File: config.mk
export PLATFORM = sky130hd
export DESIGN_NAME = operator_panel_config_copy
export DESIGN_NICKNAME = d
export VERILOG_FILES = /design/src/operator_panel_config_copy.v
export VERILOG_INCLUDE_DIRS = /design/src /design/src/src
export SDC_FILE = /design/constraint.sdc
export NUM_CORES = 1
export LEC_CHECK = 0
export ABC_AREA = 0
export BUFFER_PORTS_ARGS = -buffer_cell sky130_fd_sc_hd__buf_4
export CELL_PAD_IN_SITES_DETAIL_PLACEMENT = 1
export CELL_PAD_IN_SITES_GLOBAL_PLACEMENT = 1
export CORE_ASPECT_RATIO = 0.75
export CORE_MARGIN = 5
export CORE_UTILIZATION = 42
export DETAILED_ROUTE_END_ITERATION = 16
export GPL_ROUTABILITY_DRIVEN = 0
export PLACE_DENSITY_LB_ADDON = 0.1
export SYNTH_ARGS = -nofsm -noshare
export SYNTH_HDL_FRONTEND = slang
export SYNTH_SLANG_ARGS = --single-unit
File: constraint.sdc
create_clock -name aclk -period 15.1 [get_ports aclk]
set_clock_uncertainty 0.2 [all_clocks]
set_input_delay 4.53 -clock aclk [delete_from_list [all_inputs] [get_ports aclk]]
set_output_delay 4.53 -clock aclk [all_outputs]
set_load 0.01 [all_outputs]
File: src/opcc_regs.vh
`ifndef OPCC_REGS_VH
`define OPCC_REGS_VH
// register byte addresses
`define A_CTRL 8'h00
`define A_MON 8'h04
`define A_DISP 8'h08
`define A_UDEF 8'h0c
`define A_INIT 8'h10
`define A_SPD 8'h14
`define A_HRS 8'h18
`define A_COPY 8'h1c
`define A_STAT 8'h20
`define A_PIDX 8'h24
`define A_PDAT 8'h28
// control register fields
`define B_LAYOUT 0
`define B_METHOD 1
`define B_DISC 2
`define B_HKEY 3
`define B_ESRC 4
`define B_RPERM 5
`define CTRL_W 6
`define CTRL_RST 6'h1e
// monitor numbers
`define MON_MIN 6'h01
`define MON_MAX 6'h35
`define TOP_RST 6'h01
`define L2_RST 6'h02
`define L3_RST 6'h03
// command codes
`define UD_SAVE 2'h1
`define UD_CLR 2'h2
`define INIT_USER 16'h0456
`define CP_NONE 2'h0
`define CP_READ 2'h1
`define CP_WRITE 2'h2
`define CP_VERIFY 2'h3
// copy result codes
`define E_NONE 2'h0
`define E_PERM 2'h1
`define E_XFER 2'h2
`define E_VER 2'h3
// parameter store
`define PAW 4
`define PLAST 4'hf
`define HRS_MAX 16'hffff
// timing
`define CLK_HZ 200000000
`define SPD_SAVE_S 5
`define HOUR_S 3600
`define RESP_OK 2'h0
`define RESP_DEC 2'h3
`endif

File: src/operator_panel_config_copy.v
`timescale 1ns/1ps
`include "opcc_regs.vh"
module operator_panel_config_copy #(
  parameter [31:0] sec_cycles = `CLK_HZ,
  parameter [31:0] save_cycles = `SPD_SAVE_S * `CLK_HZ,
  parameter [11:0] hour_secs = `HOUR_S
) (
  input  wire        aclk,
  input  wire        aresetn,
  input  wire [7:0]  s_axi_awaddr,
  input  wire        s_axi_awvalid,
  output wire        s_axi_awready,
  input  wire [31:0] s_axi_wdata,
  input  wire [3:0]  s_axi_wstrb,
  input  wire        s_axi_wvalid,
  output wire        s_axi_wready,
  output reg  [1:0]  s_axi_bresp,
  output reg         s_axi_bvalid,
  input  wire        s_axi_bready,
  input  wire [7:0]  s_axi_araddr,
  input  wire        s_axi_arvalid,
  output wire        s_axi_arready,
  output reg  [31:0] s_axi_rdata,
  output reg  [1:0]  s_axi_rresp,
  output reg         s_axi_rvalid,
  input  wire        s_axi_rready,
  input  wire        kp_present,
  input  wire        key_up,
  input  wire        key_down,
  input  wire        key_enter,
  input  wire        key_reset,
  input  wire        serial_active,
  input  wire        run_cmd,
  input  wire        out_voltage,
  input  wire        kp_ack,
  input  wire        kp_err,
  input  wire [15:0] kp_rdata,
  output reg         kp_req,
  output reg         kp_we,
  output reg  [3:0]  kp_addr,
  output reg  [15:0] kp_wdata,
  output reg  [5:0]  line2_monitor,
  output reg  [5:0]  line3_monitor,
  output reg  [15:0] speed_ref,
  output reg         panel_fault,
  output reg         motor_stop
);
  localparam [2:0] S_IDLE = 3'd0, S_LOCAL = 3'd1, S_REQ = 3'd2,
                   S_ACK = 3'd3, S_REL = 3'd4;
  localparam [2:0] OP_SAVE = 3'd0, OP_REST = 3'd1, OP_READ = 3'd2,
                   OP_WRITE = 3'd3, OP_VER = 3'd4;

  function [5:0] mon_step;
    input [5:0] m;
    begin
      mon_step = (m >= `MON_MAX) ? `MON_MIN : m + 6'h01;
    end
  endfunction

  function valid_mon;
    input [5:0] m;
    begin
      valid_mon = (m >= `MON_MIN) && (m <= `MON_MAX);
    end
  endfunction

  // pin synchronisers
  reg  [8:0]  s1_r;
  reg  [8:0]  s2_r;
  reg  [8:0]  prev_r;
  reg  [15:0] d1_r;
  reg  [15:0] d2_r;
  wire [8:0]  pins = {kp_err, kp_ack, serial_active, key_reset,
                      key_enter, key_down, key_up, kp_present, 1'b0};
  always @(posedge aclk) begin
    if (!aresetn) begin
      s1_r <= 9'h000;
      s2_r <= 9'h000;
      prev_r <= 9'h000;
      d1_r <= 16'h0000;
      d2_r <= 16'h0000;
    end else begin
      s1_r <= pins;
      s2_r <= s1_r;
      prev_r <= s2_r;
      d1_r <= kp_rdata;
      d2_r <= d1_r;
    end
  end
  wire present_s = s2_r[1];
  wire serial_s = s2_r[6];
  wire ack_s = s2_r[7];
  wire err_s = s2_r[8];
  wire up_p = s2_r[2] & ~prev_r[2];
  wire dn_p = s2_r[3] & ~prev_r[3];
  wire ent_p = s2_r[4] & ~prev_r[4];
  wire rst_p = s2_r[5] & ~prev_r[5];
  wire any_p = up_p | dn_p | ent_p | rst_p;
  wire keys_held = s2_r[2] | s2_r[3];
  wire removed_p = ~present_s & prev_r[1];

  // AXI4-Lite slave
  reg         aw_ok_r;
  reg         w_ok_r;
  reg  [7:0]  awa_r;
  reg  [31:0] wd_r;
  reg  [3:0]  ws_r;
  reg  [31:0] rmux;
  reg         hit;
  wire        both = aw_ok_r & w_ok_r;
  wire        wr_go = both & ~s_axi_bvalid;
  wire        rd_go = s_axi_arvalid & s_axi_arready;
  wire [7:0]  mux_a = both ? awa_r : s_axi_araddr;
  wire [31:0] bm = {{8{ws_r[3]}}, {8{ws_r[2]}},
                    {8{ws_r[1]}}, {8{ws_r[0]}}};
  wire [31:0] wv = (wd_r & bm) | (rmux & ~bm);
  assign s_axi_awready = ~aw_ok_r & ~s_axi_bvalid;
  assign s_axi_wready = ~w_ok_r & ~s_axi_bvalid;
  assign s_axi_arready = ~s_axi_rvalid & ~both;
  wire wr_ctrl = wr_go & (awa_r == `A_CTRL);
  wire wr_mon = wr_go & (awa_r == `A_MON);
  wire wr_udef = wr_go & (awa_r == `A_UDEF);
  wire wr_init = wr_go & (awa_r == `A_INIT);
  wire wr_spd = wr_go & (awa_r == `A_SPD);
  wire wr_hrs = wr_go & (awa_r == `A_HRS);
  wire wr_copy = wr_go & (awa_r == `A_COPY);
  wire wr_pidx = wr_go & (awa_r == `A_PIDX);
  wire wr_pdat = wr_go & (awa_r == `A_PDAT);

  always @(posedge aclk) begin
    if (!aresetn) begin
      aw_ok_r <= 1'b0;
      w_ok_r <= 1'b0;
      awa_r <= 8'h00;
      wd_r <= 32'h00000000;
      ws_r <= 4'h0;
      s_axi_bvalid <= 1'b0;
      s_axi_bresp <= `RESP_OK;
      s_axi_rvalid <= 1'b0;
      s_axi_rresp <= `RESP_OK;
      s_axi_rdata <= 32'h00000000;
    end else begin
      if (s_axi_awvalid & s_axi_awready) begin
        aw_ok_r <= 1'b1;
        awa_r <= {s_axi_awaddr[7:2], 2'b00};
      end
      if (s_axi_wvalid & s_axi_wready) begin
        w_ok_r <= 1'b1;
        wd_r <= s_axi_wdata;
        ws_r <= s_axi_wstrb;
      end
      if (wr_go) begin
        aw_ok_r <= 1'b0;
        w_ok_r <= 1'b0;
        s_axi_bvalid <= 1'b1;
        s_axi_bresp <= hit ? `RESP_OK : `RESP_DEC;
      end else if (s_axi_bready) begin
        s_axi_bvalid <= 1'b0;
      end
      if (rd_go) begin
        s_axi_rvalid <= 1'b1;
        s_axi_rdata <= rmux;
        s_axi_rresp <= hit ? `RESP_OK : `RESP_DEC;
      end else if (s_axi_rready) begin
        s_axi_rvalid <= 1'b0;
      end
    end
  end

  // control and configuration state
  reg [`CTRL_W-1:0] ctrl_r;
  reg [5:0]  top_r;
  reg [5:0]  sel2_r;
  reg [5:0]  sel3_r;
  reg [15:0] spd_edit_r;
  reg [15:0] spd_store_r;
  reg        dirty_r;
  reg [31:0] rel_cnt_r;
  reg [31:0] sec_cnt_r;
  reg [11:0] sec_hr_r;
  reg [15:0] hours_r;
  reg [`PAW-1:0] pidx_r;
  reg [15:0] param_mem [0:15];
  reg [15:0] user_mem [0:15];
  reg        user_ok_r;
  reg [2:0]  st_r;
  reg [2:0]  op_r;
  reg [`PAW-1:0] idx_r;
  reg [1:0]  copy_sel_r;
  reg [1:0]  result_r;
  reg        copy_err_r;
  reg        mism_r;
  reg        xerr_r;

  wire layout = ctrl_r[`B_LAYOUT];
  wire immed = ctrl_r[`B_METHOD];
  wire disc_opt = ctrl_r[`B_DISC];
  wire hkey = ctrl_r[`B_HKEY];
  wire running = run_cmd | out_voltage;
  wire busy = (st_r != S_IDLE);

  always @* begin
    hit = 1'b1;
    rmux = 32'h00000000;
    case (mux_a)
      `A_CTRL: rmux = {26'h0, ctrl_r};
      `A_MON: rmux = {10'h0, sel3_r, 2'h0, sel2_r, 2'h0, top_r};
      `A_DISP: rmux = {18'h0, line3_monitor, 2'h0, line2_monitor};
      `A_UDEF: rmux = 32'h00000000;
      `A_INIT: rmux = 32'h00000000;
      `A_SPD: rmux = {spd_store_r, speed_ref};
      `A_HRS: rmux = {16'h0, hours_r};
      `A_COPY: rmux = {30'h0, copy_sel_r};
      `A_STAT: rmux = {24'h0, panel_fault, motor_stop, user_ok_r,
                       copy_err_r, result_r, busy, present_s};
      `A_PIDX: rmux = {28'h0, pidx_r};
      `A_PDAT: rmux = {16'h0, param_mem[pidx_r]};
      default: hit = 1'b0;
    endcase
  end

  // configuration, monitor lines, hours, fault
  always @(posedge aclk) begin
    if (!aresetn) begin
      ctrl_r <= `CTRL_RST;
      top_r <= `TOP_RST;
      sel2_r <= `L2_RST;
      sel3_r <= `L3_RST;
      line2_monitor <= `L2_RST;
      line3_monitor <= `L3_RST;
      pidx_r <= {`PAW{1'b0}};
      sec_cnt_r <= 32'h00000000;
      sec_hr_r <= 12'h000;
      hours_r <= 16'h0000;
      panel_fault <= 1'b0;
      motor_stop <= 1'b0;
    end else begin
      if (wr_ctrl)
        ctrl_r <= wv[`CTRL_W-1:0];
      if (wr_mon) begin
        if (valid_mon(wv[5:0]))
          top_r <= wv[5:0];
        if (valid_mon(wv[13:8]))
          sel2_r <= wv[13:8];
        if (valid_mon(wv[21:16]))
          sel3_r <= wv[21:16];
      end
      if (wr_pidx)
        pidx_r <= wv[`PAW-1:0];
      if (layout) begin
        line2_monitor <= sel2_r;
        line3_monitor <= sel3_r;
      end else begin
        line2_monitor <= mon_step(top_r);
        line3_monitor <= mon_step(mon_step(top_r));
      end
      if (wr_hrs) begin
        hours_r <= wv[15:0];
        sec_cnt_r <= 32'h00000000;
        sec_hr_r <= 12'h000;
      end else if (!ctrl_r[`B_ESRC] || running) begin
        if (sec_cnt_r >= sec_cycles - 32'h1) begin
          sec_cnt_r <= 32'h00000000;
          if (sec_hr_r >= hour_secs - 12'h1) begin
            sec_hr_r <= 12'h000;
            if (hours_r != `HRS_MAX)
              hours_r <= hours_r + 16'h0001;
          end else begin
            sec_hr_r <= sec_hr_r + 12'h001;
          end
        end else begin
          sec_cnt_r <= sec_cnt_r + 32'h1;
        end
      end
      if (disc_opt && removed_p)
        panel_fault <= 1'b1;
      else if (present_s && rst_p)
        panel_fault <= 1'b0;
      // removal with the option off stops only if hand key is on
      motor_stop <= ~present_s & ~disc_opt & hkey;
    end
  end

  // keypad speed entry
  always @(posedge aclk) begin
    if (!aresetn) begin
      spd_edit_r <= 16'h0000;
      spd_store_r <= 16'h0000;
      speed_ref <= 16'h0000;
      dirty_r <= 1'b0;
      rel_cnt_r <= 32'h00000000;
    end else begin
      if (wr_spd) begin
        spd_edit_r <= wv[15:0];
        speed_ref <= wv[15:0];
        spd_store_r <= wv[15:0];
        dirty_r <= 1'b0;
      end else if (up_p || dn_p) begin
        if (up_p && spd_edit_r != 16'hffff) begin
          spd_edit_r <= spd_edit_r + 16'h0001;
          if (immed)
            speed_ref <= spd_edit_r + 16'h0001;
        end else if (dn_p && spd_edit_r != 16'h0000) begin
          spd_edit_r <= spd_edit_r - 16'h0001;
          if (immed)
            speed_ref <= spd_edit_r - 16'h0001;
        end
        dirty_r <= immed;
        rel_cnt_r <= 32'h00000000;
      end else if (!immed && ent_p) begin
        speed_ref <= spd_edit_r;
        spd_store_r <= spd_edit_r;
      end else if (immed && dirty_r) begin
        if (keys_held) begin
          rel_cnt_r <= 32'h00000000;
        end else if (rel_cnt_r >= save_cycles - 32'h1) begin
          spd_store_r <= spd_edit_r;
          dirty_r <= 1'b0;
          rel_cnt_r <= 32'h00000000;
        end else begin
          rel_cnt_r <= rel_cnt_r + 32'h1;
        end
      end
    end
  end

  // parameter stores and copy engine
  wire last = (idx_r == `PLAST);
  wire [1:0] cp_cmd = wv[1:0];
  always @(posedge aclk) begin
    if (!aresetn) begin
      st_r <= S_IDLE;
      op_r <= OP_SAVE;
      idx_r <= {`PAW{1'b0}};
      user_ok_r <= 1'b0;
      copy_sel_r <= `CP_NONE;
      result_r <= `E_NONE;
      copy_err_r <= 1'b0;
      mism_r <= 1'b0;
      xerr_r <= 1'b0;
      kp_req <= 1'b0;
      kp_we <= 1'b0;
      kp_addr <= 4'h0;
      kp_wdata <= 16'h0000;
    end else begin
      if (wr_pdat && !busy)
        param_mem[pidx_r] <= wv[15:0];
      if (copy_err_r && any_p) begin
        copy_err_r <= 1'b0;
        copy_sel_r <= `CP_NONE;
      end
      case (st_r)
        S_IDLE: begin
          idx_r <= {`PAW{1'b0}};
          mism_r <= 1'b0;
          xerr_r <= 1'b0;
          if (wr_udef && wv[1:0] == `UD_SAVE) begin
            op_r <= OP_SAVE;
            st_r <= S_LOCAL;
          end else if (wr_udef && wv[1:0] == `UD_CLR) begin
            user_ok_r <= 1'b0;
          end else if (wr_init && wv[15:0] == `INIT_USER &&
                       user_ok_r) begin
            op_r <= OP_REST;
            st_r <= S_LOCAL;
          end else if (wr_copy && cp_cmd != `CP_NONE &&
                       !serial_s && !copy_err_r) begin
            copy_sel_r <= cp_cmd;
            result_r <= `E_NONE;
            if (cp_cmd == `CP_READ && !ctrl_r[`B_RPERM]) begin
              result_r <= `E_PERM;
              copy_err_r <= 1'b1;
            end else begin
              st_r <= S_REQ;
              case (cp_cmd)
                `CP_READ: op_r <= OP_READ;
                `CP_WRITE: op_r <= OP_WRITE;
                default: op_r <= OP_VER;
              endcase
            end
          end
        end
        S_LOCAL: begin
          if (op_r == OP_SAVE)
            user_mem[idx_r] <= param_mem[idx_r];
          else
            param_mem[idx_r] <= user_mem[idx_r];
          idx_r <= idx_r + 4'h1;
          if (last) begin
            if (op_r == OP_SAVE)
              user_ok_r <= 1'b1;
            st_r <= S_IDLE;
          end
        end
        S_REQ: begin
          kp_req <= 1'b1;
          kp_we <= (op_r == OP_READ);
          kp_addr <= idx_r;
          kp_wdata <= param_mem[idx_r];
          st_r <= S_ACK;
        end
        S_ACK: begin
          if (!present_s) begin
            kp_req <= 1'b0;
            xerr_r <= 1'b1;
            st_r <= S_REL;
          end else if (ack_s) begin
            kp_req <= 1'b0;
            if (err_s)
              xerr_r <= 1'b1;
            else if (op_r == OP_WRITE)
              param_mem[idx_r] <= d2_r;
            else if (op_r == OP_VER && d2_r != param_mem[idx_r])
              mism_r <= 1'b1;
            st_r <= S_REL;
          end
        end
        S_REL: begin
          if (!ack_s || !present_s) begin
            if (xerr_r || last) begin
              st_r <= S_IDLE;
              if (xerr_r || mism_r) begin
                copy_err_r <= 1'b1;
                result_r <= xerr_r ? `E_XFER : `E_VER;
              end else begin
                copy_sel_r <= `CP_NONE;
              end
            end else begin
              idx_r <= idx_r + 4'h1;
              st_r <= S_REQ;
            end
          end
        end
        default: st_r <= S_IDLE;
      endcase
    end
  end
endmodule // operator_panel_config_copy
==> results.json, run 1 <==
{
  "setup-tns-final_ns": 0,
  "yosysWarnings": 0,
  "cp.arrival_ns": 9.11,
  "startpoint_type": "primary input",
  "rr_endpoint": "op_r[0]$_SDFFE_PN0P_",
  "ant_nets": 0,
  "worstPathMaxFanout": 20,
  "worst_slew_pin_slew_ns": 1.34,
  "reg2reg_from": "w_ok_r$_SDFFE_PP0P_",
  "cts_buffers": 87,
  "synth.most_common_cell": "edfxtp_1",
  "htree_levels": 3,
  "outcome": "finished, final reports clean",
  "path_buf_inv": 2,
  "io_buffers": 164,
  "start_util": 0.422,
  "synth_area_leaders": "edfxtp_1 (40%), dfxtp_1 (18%), mux4_2 (13%)",
  "post_drt_via_cell_ratio": 6.07,
  "leakage_nw": 14.8,
  "dr.pass1.iters": 5,
  "hp-start": "s1_r[3]$_SDFF_PN0_",
  "final_area_um2": 44000,
  "hpwlAfterDp_mm": 84.6,
  "cts_sinks": 865,
  "seq_area_frac_synth": 0.583,
  "rsz0062_at_grt": "no",
  "die-area_um2": 97800,
  "cp-startpoint": "s_axi_araddr[6]",
  "ys_async_sr_fraction": 0,
  "critical_path_required_ns": 15.41,
  "antenna_found_initial": 4,
  "drcViolationCount": 0,
  "dpl-instance-area_um2": 41200,
  "grt_pass1_vias": 27600,
  "clock_latency_ns": 0.65,
  "core_um2": 91200,
  "cts_tree": "built",
  "synth.avg_cell_area_um2": 12.7,
  "layout.nets": 3284,
  "final_layout_size_suffix_gt1_frac": 0.205,
  "vias": 27100,
  "syn-num-nets": 3137,
  "crit_family": "compound AO/OA/AOI/OAI gates",
  "rows": 96,
  "final.min_clock_period_ns": 8.80,
  "max_stage_delay_ns": 0.65,
  "hold_depth": 1,
  "grt.total_usage": 0.251,
  "relSlewSlack": 0.102,
  "period_share": 0.583,
  "slew_violations": 0,
  "yosysTopAreaCellShare": 0.399,
  "hold_viol": 0,
  "grt-ovfl-total": 0,
  "hold_class": "reg -> reg",
  "cts_hold_buf": 0,
  "vdd_ir_drop_max_mv": 0.0936,
  "end_kind": "register",
  "die_y_um": 272,
  "ys_types": 95,
  "setup_violations": 0,
  "cellPowerDensity_nw_per_um2": 115,
  "synth_common_cells": "edfxtp_1 (512), dfxtp_1 (353), nand2_1 (308)",
  "cts.repair.resized": 0,
  "crit_chain": "buf_4 -> a211oi_2 -> o211a_1 -> and3_1 -> a222oi_1 -> nand4_1 -> mux2_2 -> inv_1 -> ha_1 -> nor3_1 -> nand4_1 -> nor2b_1 -> a21oi_1 -> nand2_1 -> a21oi_1 -> o31ai_1 -> o21ai_0",
  "fmax_ghz": 0.114,
  "synth_top_area_cell": "edfxtp_1",
  "crit_type": "in -> reg",
  "grt_max_degree": 87,
  "hold_end": "s2_r[3]$_SDFF_PN0_",
  "cts.clk_slew.worst_paths_ns": 0.06,
  "r2r_cells": 17,
  "die_x_um": 360,
  "netlist_area_um2": 38500,
  "synthCells": 3020,
  "wl_per_cell_um": 28.1,
  "synth_seq_cells": 865,
  "r2r_slack_ns": 9.27,
  "max-cap-violations": 0,
  "area_delta_synth_final_pct": 14.4,
  "dr.first_iter.drc_count": 2661,
  "synth-main-ff-cell": "edfxtp_1",
  "pin_count": 178,
  "grt_pass1_wl_mm": 184,
  "root_buffer": "clkbuf_16",
  "synth_edf_count": 512,
  "cts_setup_buffers": 0,
  "critPathSlowestCell": "o211a_1",
  "clockBufferDepth": 3,
  "routed_wl_mm": 125
}
==> cells in the final DEF (no fill, tap or decap), drive strengths merged, types with 20 or more instances in the layout <==
cell / instances
edfxtp: 512
dfxtp: 353
nand2: 309
nor2: 260
buf: 248
mux4: 232
a21oi: 177
clkbuf: 121
o21ai: 113
and2: 70
nand3: 69
nor3: 61
nand4: 52
xnor2: 45
xor2: 42
inv: 39
and3: 36
mux2i: 34
a211oi: 33
ha: 31
clkinv: 29
a22oi: 28
a31oi: 27
nand2b: 24
nor2b: 23
o211ai: 20
nor4: 20
==> area by class of cell <==
| class | instances | area (µm²) |
|---|---|---|
| Inverter | 39 | 151 |
| Sequential cell | 865 | 22500 |
| Tap cell | 1225 | 1530 |
| Antenna cell | 3 | 7.51 |
| Clock inverter | 36 | 319 |
| Timing Repair Buffer | 248 | 1860 |
| Multi-Input combinational cell | 1926 | 15200 |
| Clock buffer | 121 | 2520 |
| Fill cell | 9217 | 47200 |
==> metrics by stage <==
| step | std cells | setup WS [ns] | utilization | hold WS (ns) | total power, mW |
|---|---|---|---|---|---|
| 2_1_floorplan | 3020 | 7.18 | - | 0.212 | 2.80 |
| 3_3_place_gp | 4302 | 5.88 | 0.452 | 0.224 | 2.92 |
| 3_5_place_dp | 4302 | 5.85 | 0.452 | 0.226 | 2.93 |
| 4_1_cts | 4459 | 6.51 | 0.483 | 0.246 | 5.08 |
| 5_1_grt | 4461 | 6.12 | 0.483 | 0.258 | 5.23 |
| 6_report | 4463 | 6.30 | 0.483 | 0.242 | 5.05 |
==> cells by family after synthesis <==
kind of cell | share of synthesized area
mux | 0.148
xor+xnor | 0.0198
fa+ha+maj | 0.0106
simple gates | 0.120
flops | 0.583
compound gates | 0.0941
buf+inv | 0.0244
==> flip-flops by register name, summed over array words and instances (netlist names), 22 cells and up, named ones only <==
signal and cells:
param_mem 256, rel_cnt_r 32, s_axi_rdata 32, sec_cnt_r 32
user_mem 256, wd_r 22
==> worst max path at each step <==
stage	slack, ns	endpoint	depth (start not counted)
4_1_cts	6.51	op_r[0]$_SDFFE_PN0P_	17
5_1_grt	6.12	op_r[0]$_SDFFE_PN0P_	17
2_1_floorplan	7.18	op_r[0]$_SDFFE_PN0P_	18
6_report	6.30	op_r[0]$_SDFFE_PN0P_	17
3_3_place_gp	5.88	op_r[0]$_SDFFE_PN0P_	17
3_5_place_dp	5.85	op_r[0]$_SDFFE_PN0P_	17
==> per-layer routing <==
| layer | vias to the layer above | GRT usage | wire length [µm] |
|---|---|---|---|
| li1 | 11800 | - | - |
| met1 | 14100 | 0.379 | 57800 |
| met2 | 954 | 0.376 | 54900 |
| met3 | 186 | 0.0461 | 9360 |
| met4 | 2 | 0.0665 | 3310 |
| met5 | - | 0 | 14 |
==> report_power, final <==
group	leakage, nW	switching [mW]	internal (mW)
clock network	1.39	0.936	1.22
registers	7.58	0.0453	2.51
logic	5.80	0.210	0.124
Note: power is estimated with default switching activity, not from simulation.
==> run 2: changes to the inputs <==
clock period = 8 ns   (was 15.1 ns; I/O delays follow)
==> run 2 against run 1 <==
Net effect: combinational power grew 90%; worst hold slack lost 0.0016 ns; clock power is 96% higher; utilization rose by 0.24 points; wire length down 0.22%; critical path depth stayed put; highest routed layer unchanged.
==> results.json, run 2 (same netlist as run 1, synthesis figures left out) <==
{
  "hold_class": "reg -> reg",
  "rsz0062_at_grt": "no",
  "final.min_clock_period_ns": 6.48,
  "vdd_ir_drop_max_mv": 0.181,
  "grt.busiest_layer": "met1",
  "grt_pass1_wl_mm": 186,
  "fmax_ghz": 0.154,
  "drcViolationCount": 0,
  "core_um2": 91200,
  "routed_wl_mm": 125,
  "final_layout_size_suffix_gt1_frac": 0.210,
  "cts.clk_slew.worst_paths_ns": 0.07,
  "stdcell_count": 4478,
  "power.share.switching": 0.240,
  "final_util": 0.485,
  "cts_hold_buf": 0,
  "critical_path_required_ns": 8.35,
  "wl_per_cell_um": 27.9,
  "leakage_nw": 14.9,
  "n_fill_cell": 9263,
  "die-area_um2": 97800,
  "cellPowerDensity_nw_per_um2": 219,
  "dr.pass1.iters": 5,
  "cts_buffers": 91,
  "hold_viol": 0,
  "use_met2": 0.378,
  "grt_max_degree": 81,
  "period_share": 0.810,
  "cts_tree": "built",
  "cts_sinks": 865,
  "die_y_um": 272,
  "start_util": 0.422,
  "clock_latency_ns": 0.67,
  "reg_top3": "param_mem x256, user_mem x256",
  "setup_violations": 0,
  "crit_type": "in -> reg",
  "hold_depth": 1,
  "hold_end": "d2_r[5]$_SDFF_PN0_",
  "rows": 96,
  "vias": 27100,
  "switchingPower_mw": 2.32,
  "cts.repair.resized": 0,
  "diodes": 0,
  "htree_levels": 3,
  "grt.total_usage": 0.251,
  "end_kind": "register",
  "met1_usage": 0.385,
  "final_cell_mix": "edfxtp_1 (512), dfxtp_1 (347), nand2_1 (308)",
  "hpwlAfterDp_mm": 84.2,
  "root_buffer": "clkbuf_16",
  "worst_slew_pin_slew_ns": 1.26,
  "grt_pass1_vias": 27400,
  "area_delta_synth_final_pct": 14.9,
  "startpoint_type": "primary input",
  "outcome": "finished, final reports clean",
  "final_common_cell": "edfxtp_1",
  "internal_power_mw": 7.38,
  "hp-start": "d1_r[5]$_SDFF_PN0_",
  "worstPathMaxFanout": 20,
  "die_x_um": 360,
  "p_clk_frac": 0.437,
  "use_met3": 0.0401,
  "dr.first_iter.drc_count": 2850,
  "grt-ovfl-total": 0,
  "post_drt_via_cell_ratio": 6.06,
  "relSlewSlack": 0.156,
  "antenna_found_initial": 2,
  "cts_setup_buffers": 0,
  "setup-tns-final_ns": 0,
  "dp.cells": 4308,
  "rr_endpoint": "op_r[1]$_SDFFE_PN0P_",
  "cp.arrival_ns": 6.82,
  "max-cap-violations": 0,
  "io_buffers": 164,
  "layout.nets": 3293,
  "clockBufferDepth": 3,
  "slew_violations": 0,
  "r2r_cells": 15,
  "power_frac_comb": 0.065,
  "r2r_slack_ns": 2.68,
  "ant_nets": 0,
  "pin_count": 178,
  "seqPwrFrac": 0.497
}
## run 2: cell types whose count changed in the layout (fill, tap and decap cells not counted), moves of 2 or more
cell and change:
clkbuf_16 +2, inv_6 +4, buf_12 +2, buf_4 +3, clkbuf_8 +7, clkinv_8 -2, clkinv_1 +2, diode_2 -3
inv_16 +2, clkbuf_1 -2
## run 2: worst max-delay path by stage
stage	slack, ns	to	start
3_5_place_dp	1.08	op_r[0]$_SDFFE_PN0P_	s_axi_araddr[6]
2_1_floorplan	2.21	op_r[0]$_SDFFE_PN0P_	s_axi_araddr[6]
5_1_grt	1.31	op_r[0]$_SDFFE_PN0P_	s_axi_araddr[6]
4_1_cts	1.80	op_r[0]$_SDFFE_PN0P_	s_axi_araddr[6]
3_3_place_gp	1.15	op_r[0]$_SDFFE_PN0P_	s_axi_araddr[6]
6_report	1.52	op_r[0]$_SDFFE_PN0P_	s_axi_araddr[6]
## run 2: through the flow
| stage | hold slack [ns] | total power [mW] | setup slack, ns | cell area [µm²] |
|---|---|---|---|---|
| 3_3_place_gp | 0.224 | 5.52 | 1.15 | 41200 |
| 4_1_cts | 0.246 | 9.77 | 1.80 | 44200 |
| 3_5_place_dp | 0.224 | 5.54 | 1.08 | 41200 |
| 6_report | 0.241 | 9.70 | 1.52 | 44200 |
| 2_1_floorplan | 0.212 | 5.28 | 2.21 | 38500 |
| 5_1_grt | 0.252 | 10.0 | 1.31 | 44200 |
## run 2: power by group through the flow
stage / sequential [mW] / combinational, mW / clock, mW
detailed placement: 4.92 / 0.621 / 0
finish: 4.82 / 0.634 / 4.24
CTS: 4.82 / 0.625 / 4.33
global placement: 4.91 / 0.602 / 0
floorplan: 4.88 / 0.404 / 0
global route: 4.83 / 0.686 / 4.54
## run 2: per-layer routing
metal  routed length, µm  share of wire
met1               58500           0.47
met2               55200           0.44
met4                2660          0.021
met5                  20        0.00016
met3                8800          0.070
## run 2: critical path, stage by stage
cell and delay [ns]:
buf_4 0.11, a211oi_2 0.53, o211a_1 0.65, and3_1 0.42
a222oi_1 0.17, nand4_1 0.17, mux2_2 0.37, inv_1 0.18
ha_1 0.28, nor3_1 0.26, nand4_1 0.21, nor2b_1 0.38
a21oi_1 0.12, nand2_1 0.12, a31oi_1 0.05, o31ai_1 0.25
o21ai_0 0.11
## run 2: final cells by class
class	instances	area [µm²]	area share
Sequential cell	865	22500	0.508
Multi-Input combinational cell	1926	15200	0.343
Clock buffer	128	2660	0.0601
Timing Repair Buffer	253	1920	0.0435
Tap cell	1225	1530	0.0346
Clock inverter	42	347	0.00784
Inverter	39	151	0.00342
==> run 3: changes to the inputs <==
ABC_AREA = 1   (was 0)
clock period = 5.4 ns   (was 8 ns; I/O delays follow)
==> run 3 against run 2 <==
Net effect: total power up 78%; clock-buffer cell count unchanged; die area increased by 4.0%; global-route usage rose by 2.8 points; clock power is 53% higher; synthesized cell count grew 48%; synthesized area increased by 4.2%; worst setup slack worse by 0.89 ns; wire length rose by 17%; critical endpoint is now result_r[1]$_SDFFE_PN0P_; largest cell class unchanged; largest power group unchanged; highest routed layer is now met4.
==> results.json, run 3 <==
{
  "outcome": "finished, final reports clean",
  "synth-main-ff-cell": "edfxtp_1",
  "layout.nets": 4720,
  "cts_hold_buf": 0,
  "cts_sinks": 865,
  "synth_fa_ha_area_frac": 0.0102,
  "max_stage_delay_ns": 0.28,
  "synth_seq_cells": 865,
  "synth.area.mux_share": 0.000749,
  "cp.arrival_ns": 5.18,
  "synth_top_area_cell": "edfxtp_1",
  "seq_area_frac_synth": 0.560,
  "startpoint_type": "primary input",
  "worst_slew_pin_slew_ns": 1.24,
  "synthCells": 4467,
  "leakage_nw": 17.7,
  "start_util": 0.422,
  "die_x_um": 367,
  "yosys.area_share.simple": 0.184,
  "htree_levels": 3,
  "yosysTopAreaCellShare": 0.383,
  "hold_viol": 0,
  "switchingPower_mw": 5.22,
  "n_fill_cell": 10900,
  "setup_violations": 0,
  "setup-tns-final_ns": 0,
  "dr.pass1.iters": 5,
  "die-area_um2": 102000,
  "wl_per_cell_um": 24.7,
  "cts_setup_buffers": 0,
  "end_kind": "register",
  "dr.first_iter.drc_count": 3194,
  "timing.hold.ws_ns": 0.211,
  "final_common_cell": "nand2_1",
  "synth_compound_area_frac": 0.165,
  "final_cell_mix": "nand2_1 (646), edfxtp_1 (512), o21ai_0 (486)",
  "die_y_um": 278,
  "hpwlAfterDp_mm": 97.7,
  "cts_tree": "built",
  "critPathSlowestCell": "o21ai_2",
  "post_drt_via_cell_ratio": 5.75,
  "final_util": 0.484,
  "io_buffers": 164,
  "rows": 98,
  "synth.most_common_cell": "nand2_1",
  "synth.avg_cell_area_um2": 8.98,
  "grt_pass1_wl_mm": 218,
  "syn-num-nets": 4584,
  "cts_buffers": 89,
  "p_clk_frac": 0.376,
  "crit_top_cell": "nand2_1",
  "grt-ovfl-total": 0,
  "r2r_slack_ns": 0.90,
  "grt_max_degree": 171,
  "crit_chain": "buf_4 -> o21ai_2 -> nand2_1 -> nor2_4 -> nand2_4 -> inv_2 -> a21oi_1 -> o2111ai_1 -> nand2_1 -> o21ai_2 -> inv_2 -> ha_1 -> nor4_1 -> nand2_1 -> inv_1 -> nor2_1 -> a211o_1 -> nor2_1 -> o21ai_0 -> a21oi_1",
  "yosysWarnings": 0,
  "drcViolationCount": 0,
  "area_delta_synth_final_pct": 14.8,
  "power_frac_comb": 0.182,
  "worstPathMaxFanout": 8,
  "synth_area_leaders": "edfxtp_1 (38%), dfxtp_1 (18%), o21ai_0 (6.1%)",
  "clockBufferDepth": 3,
  "ant_nets": 0,
  "rsz0062_at_grt": "no",
  "max-cap-violations": 0,
  "critical_path_required_ns": 5.81,
  "core_um2": 95000,
  "synth_top_family_by_area": "simple AND/OR/NAND/NOR gates",
  "slew_violations": 0,
  "reg_top3": "param_mem x256, user_mem x256",
  "pin_count": 178,
  "routed_wl_mm": 147,
  "ys_types": 69,
  "cellPowerDensity_nw_per_um2": 376,
  "period_share": 0.883,
  "internal_power_mw": 12.1,
  "cts.clk_slew.worst_paths_ns": 0.07,
  "crit_type": "in -> reg",
  "synth-xor-area-share": 0.0118,
  "relSlewSlack": 0.175,
  "root_buffer": "clkbuf_16",
  "total_power_mw": 17.3,
  "synth_common_cells": "nand2_1 (646), edfxtp_1 (512), o21ai_0 (489)",
  "netlist_area_um2": 40100,
  "synth_edf_count": 512,
  "vdd_ir_drop_max_mv": 0.222,
  "fmax_ghz": 0.210,
  "final_layout_size_suffix_gt1_frac": 0.122,
  "grt_pass1_vias": 33500,
  "cts.repair.resized": 0,
  "vias": 34100,
  "power.share.switching": 0.302,
  "final.min_clock_period_ns": 4.77,
  "seqPwrFrac": 0.442,
  "crit_family": "simple AND/OR/NAND/NOR gates",
  "grt.total_usage": 0.280,
  "hold_class": "reg -> reg",
  "antenna_found_initial": 3,
  "clock_latency_ns": 0.69,
  "ys_async_sr_fraction": 0,
  "diodes": 0,
  "path_buf_inv": 4
}
[run 3: cell types whose count changed after synthesis, sizes merged, moves of 40 or more]
cell and change:
nand2 +369, o211ai +104, nor2 +233, clkbuf +40, inv +405, and2 -69, mux4 -232, a21oi +122
o221ai +55, nand3 +296, o21ai +402
[run 3: logic make-up (layout without fill, tap and decap cells)]
logic type                 Yosys count  in the layout
muxes                                3              3
DFF                                865            865
and+or+nand+nor                   1675           1675
AOI/OAI and AO/OA                 1141           1141
buffers and inverters              697            905
adders and majority gates           32             32
xor gates and xnor gates            54             54
[run 3: metal layers]
metal | part of all wire | GRT usage | vias up
met2 | 0.41 | 0.403 | 1050
met3 | 0.070 | 0.0518 | 198
met4 | 0.023 | 0.0661 | 0
met5 | 0 | 0 | -
met1 | 0.49 | 0.433 | 17000
li1 | - | - | 15800
[run 3: power by group through the flow]
stage / Combinational, mW / Sequential, mW / Clock [mW]
final: 3.16 / 7.64 / 6.50
after detailed placement: 3.11 / 7.77 / 0
after global placement: 3.04 / 7.77 / 0
after global routing: 3.43 / 7.65 / 6.92
after CTS: 3.13 / 7.63 / 6.63
after floorplan: 1.81 / 7.70 / 0
[run 3: final timing paths]
check / from / end / depth (start not counted)
max: s_axi_araddr[0] / result_r[1]$_SDFFE_PN0P_ / 20
min: d1_r[4]$_SDFF_PN0_ / d2_r[4]$_SDFF_PN0_ / 2
max reg2reg: w_ok_r$_SDFFE_PP0P_ / result_r[1]$_SDFFE_PN0P_ / 20
min reg2reg: d1_r[4]$_SDFF_PN0_ / d2_r[4]$_SDFF_PN0_ / 2
[run 3: layout make-up]
type	instances	area (µm²)	share of cell area
timing repair buffer	295	2320	0.0504
sequential	865	22500	0.488
clock buffer	128	2480	0.0540
multi-input combinational	2905	15000	0.325
inverter	447	1690	0.0367
tap	1250	1560	0.0340
clock inverter	35	533	0.0116
[run 3: worst min-delay path, cell delays in order, from the launching register on]
cell and delay, ns:
dfxtp_1 0.31, nand2_1 0.05, inv_1 0.04
[run 3: stage by stage]
stage / setup WS (ns) / cell area [µm²] / instances
global placement: 0.126 / 43000 / 5762
floorplan: 0.790 / 40100 / 4467
global route: 0.286 / 46000 / 5925
CTS: 0.710 / 46000 / 5925
detailed placement: 0.00746 / 43000 / 5762
finish: 0.633 / 46000 / 5925
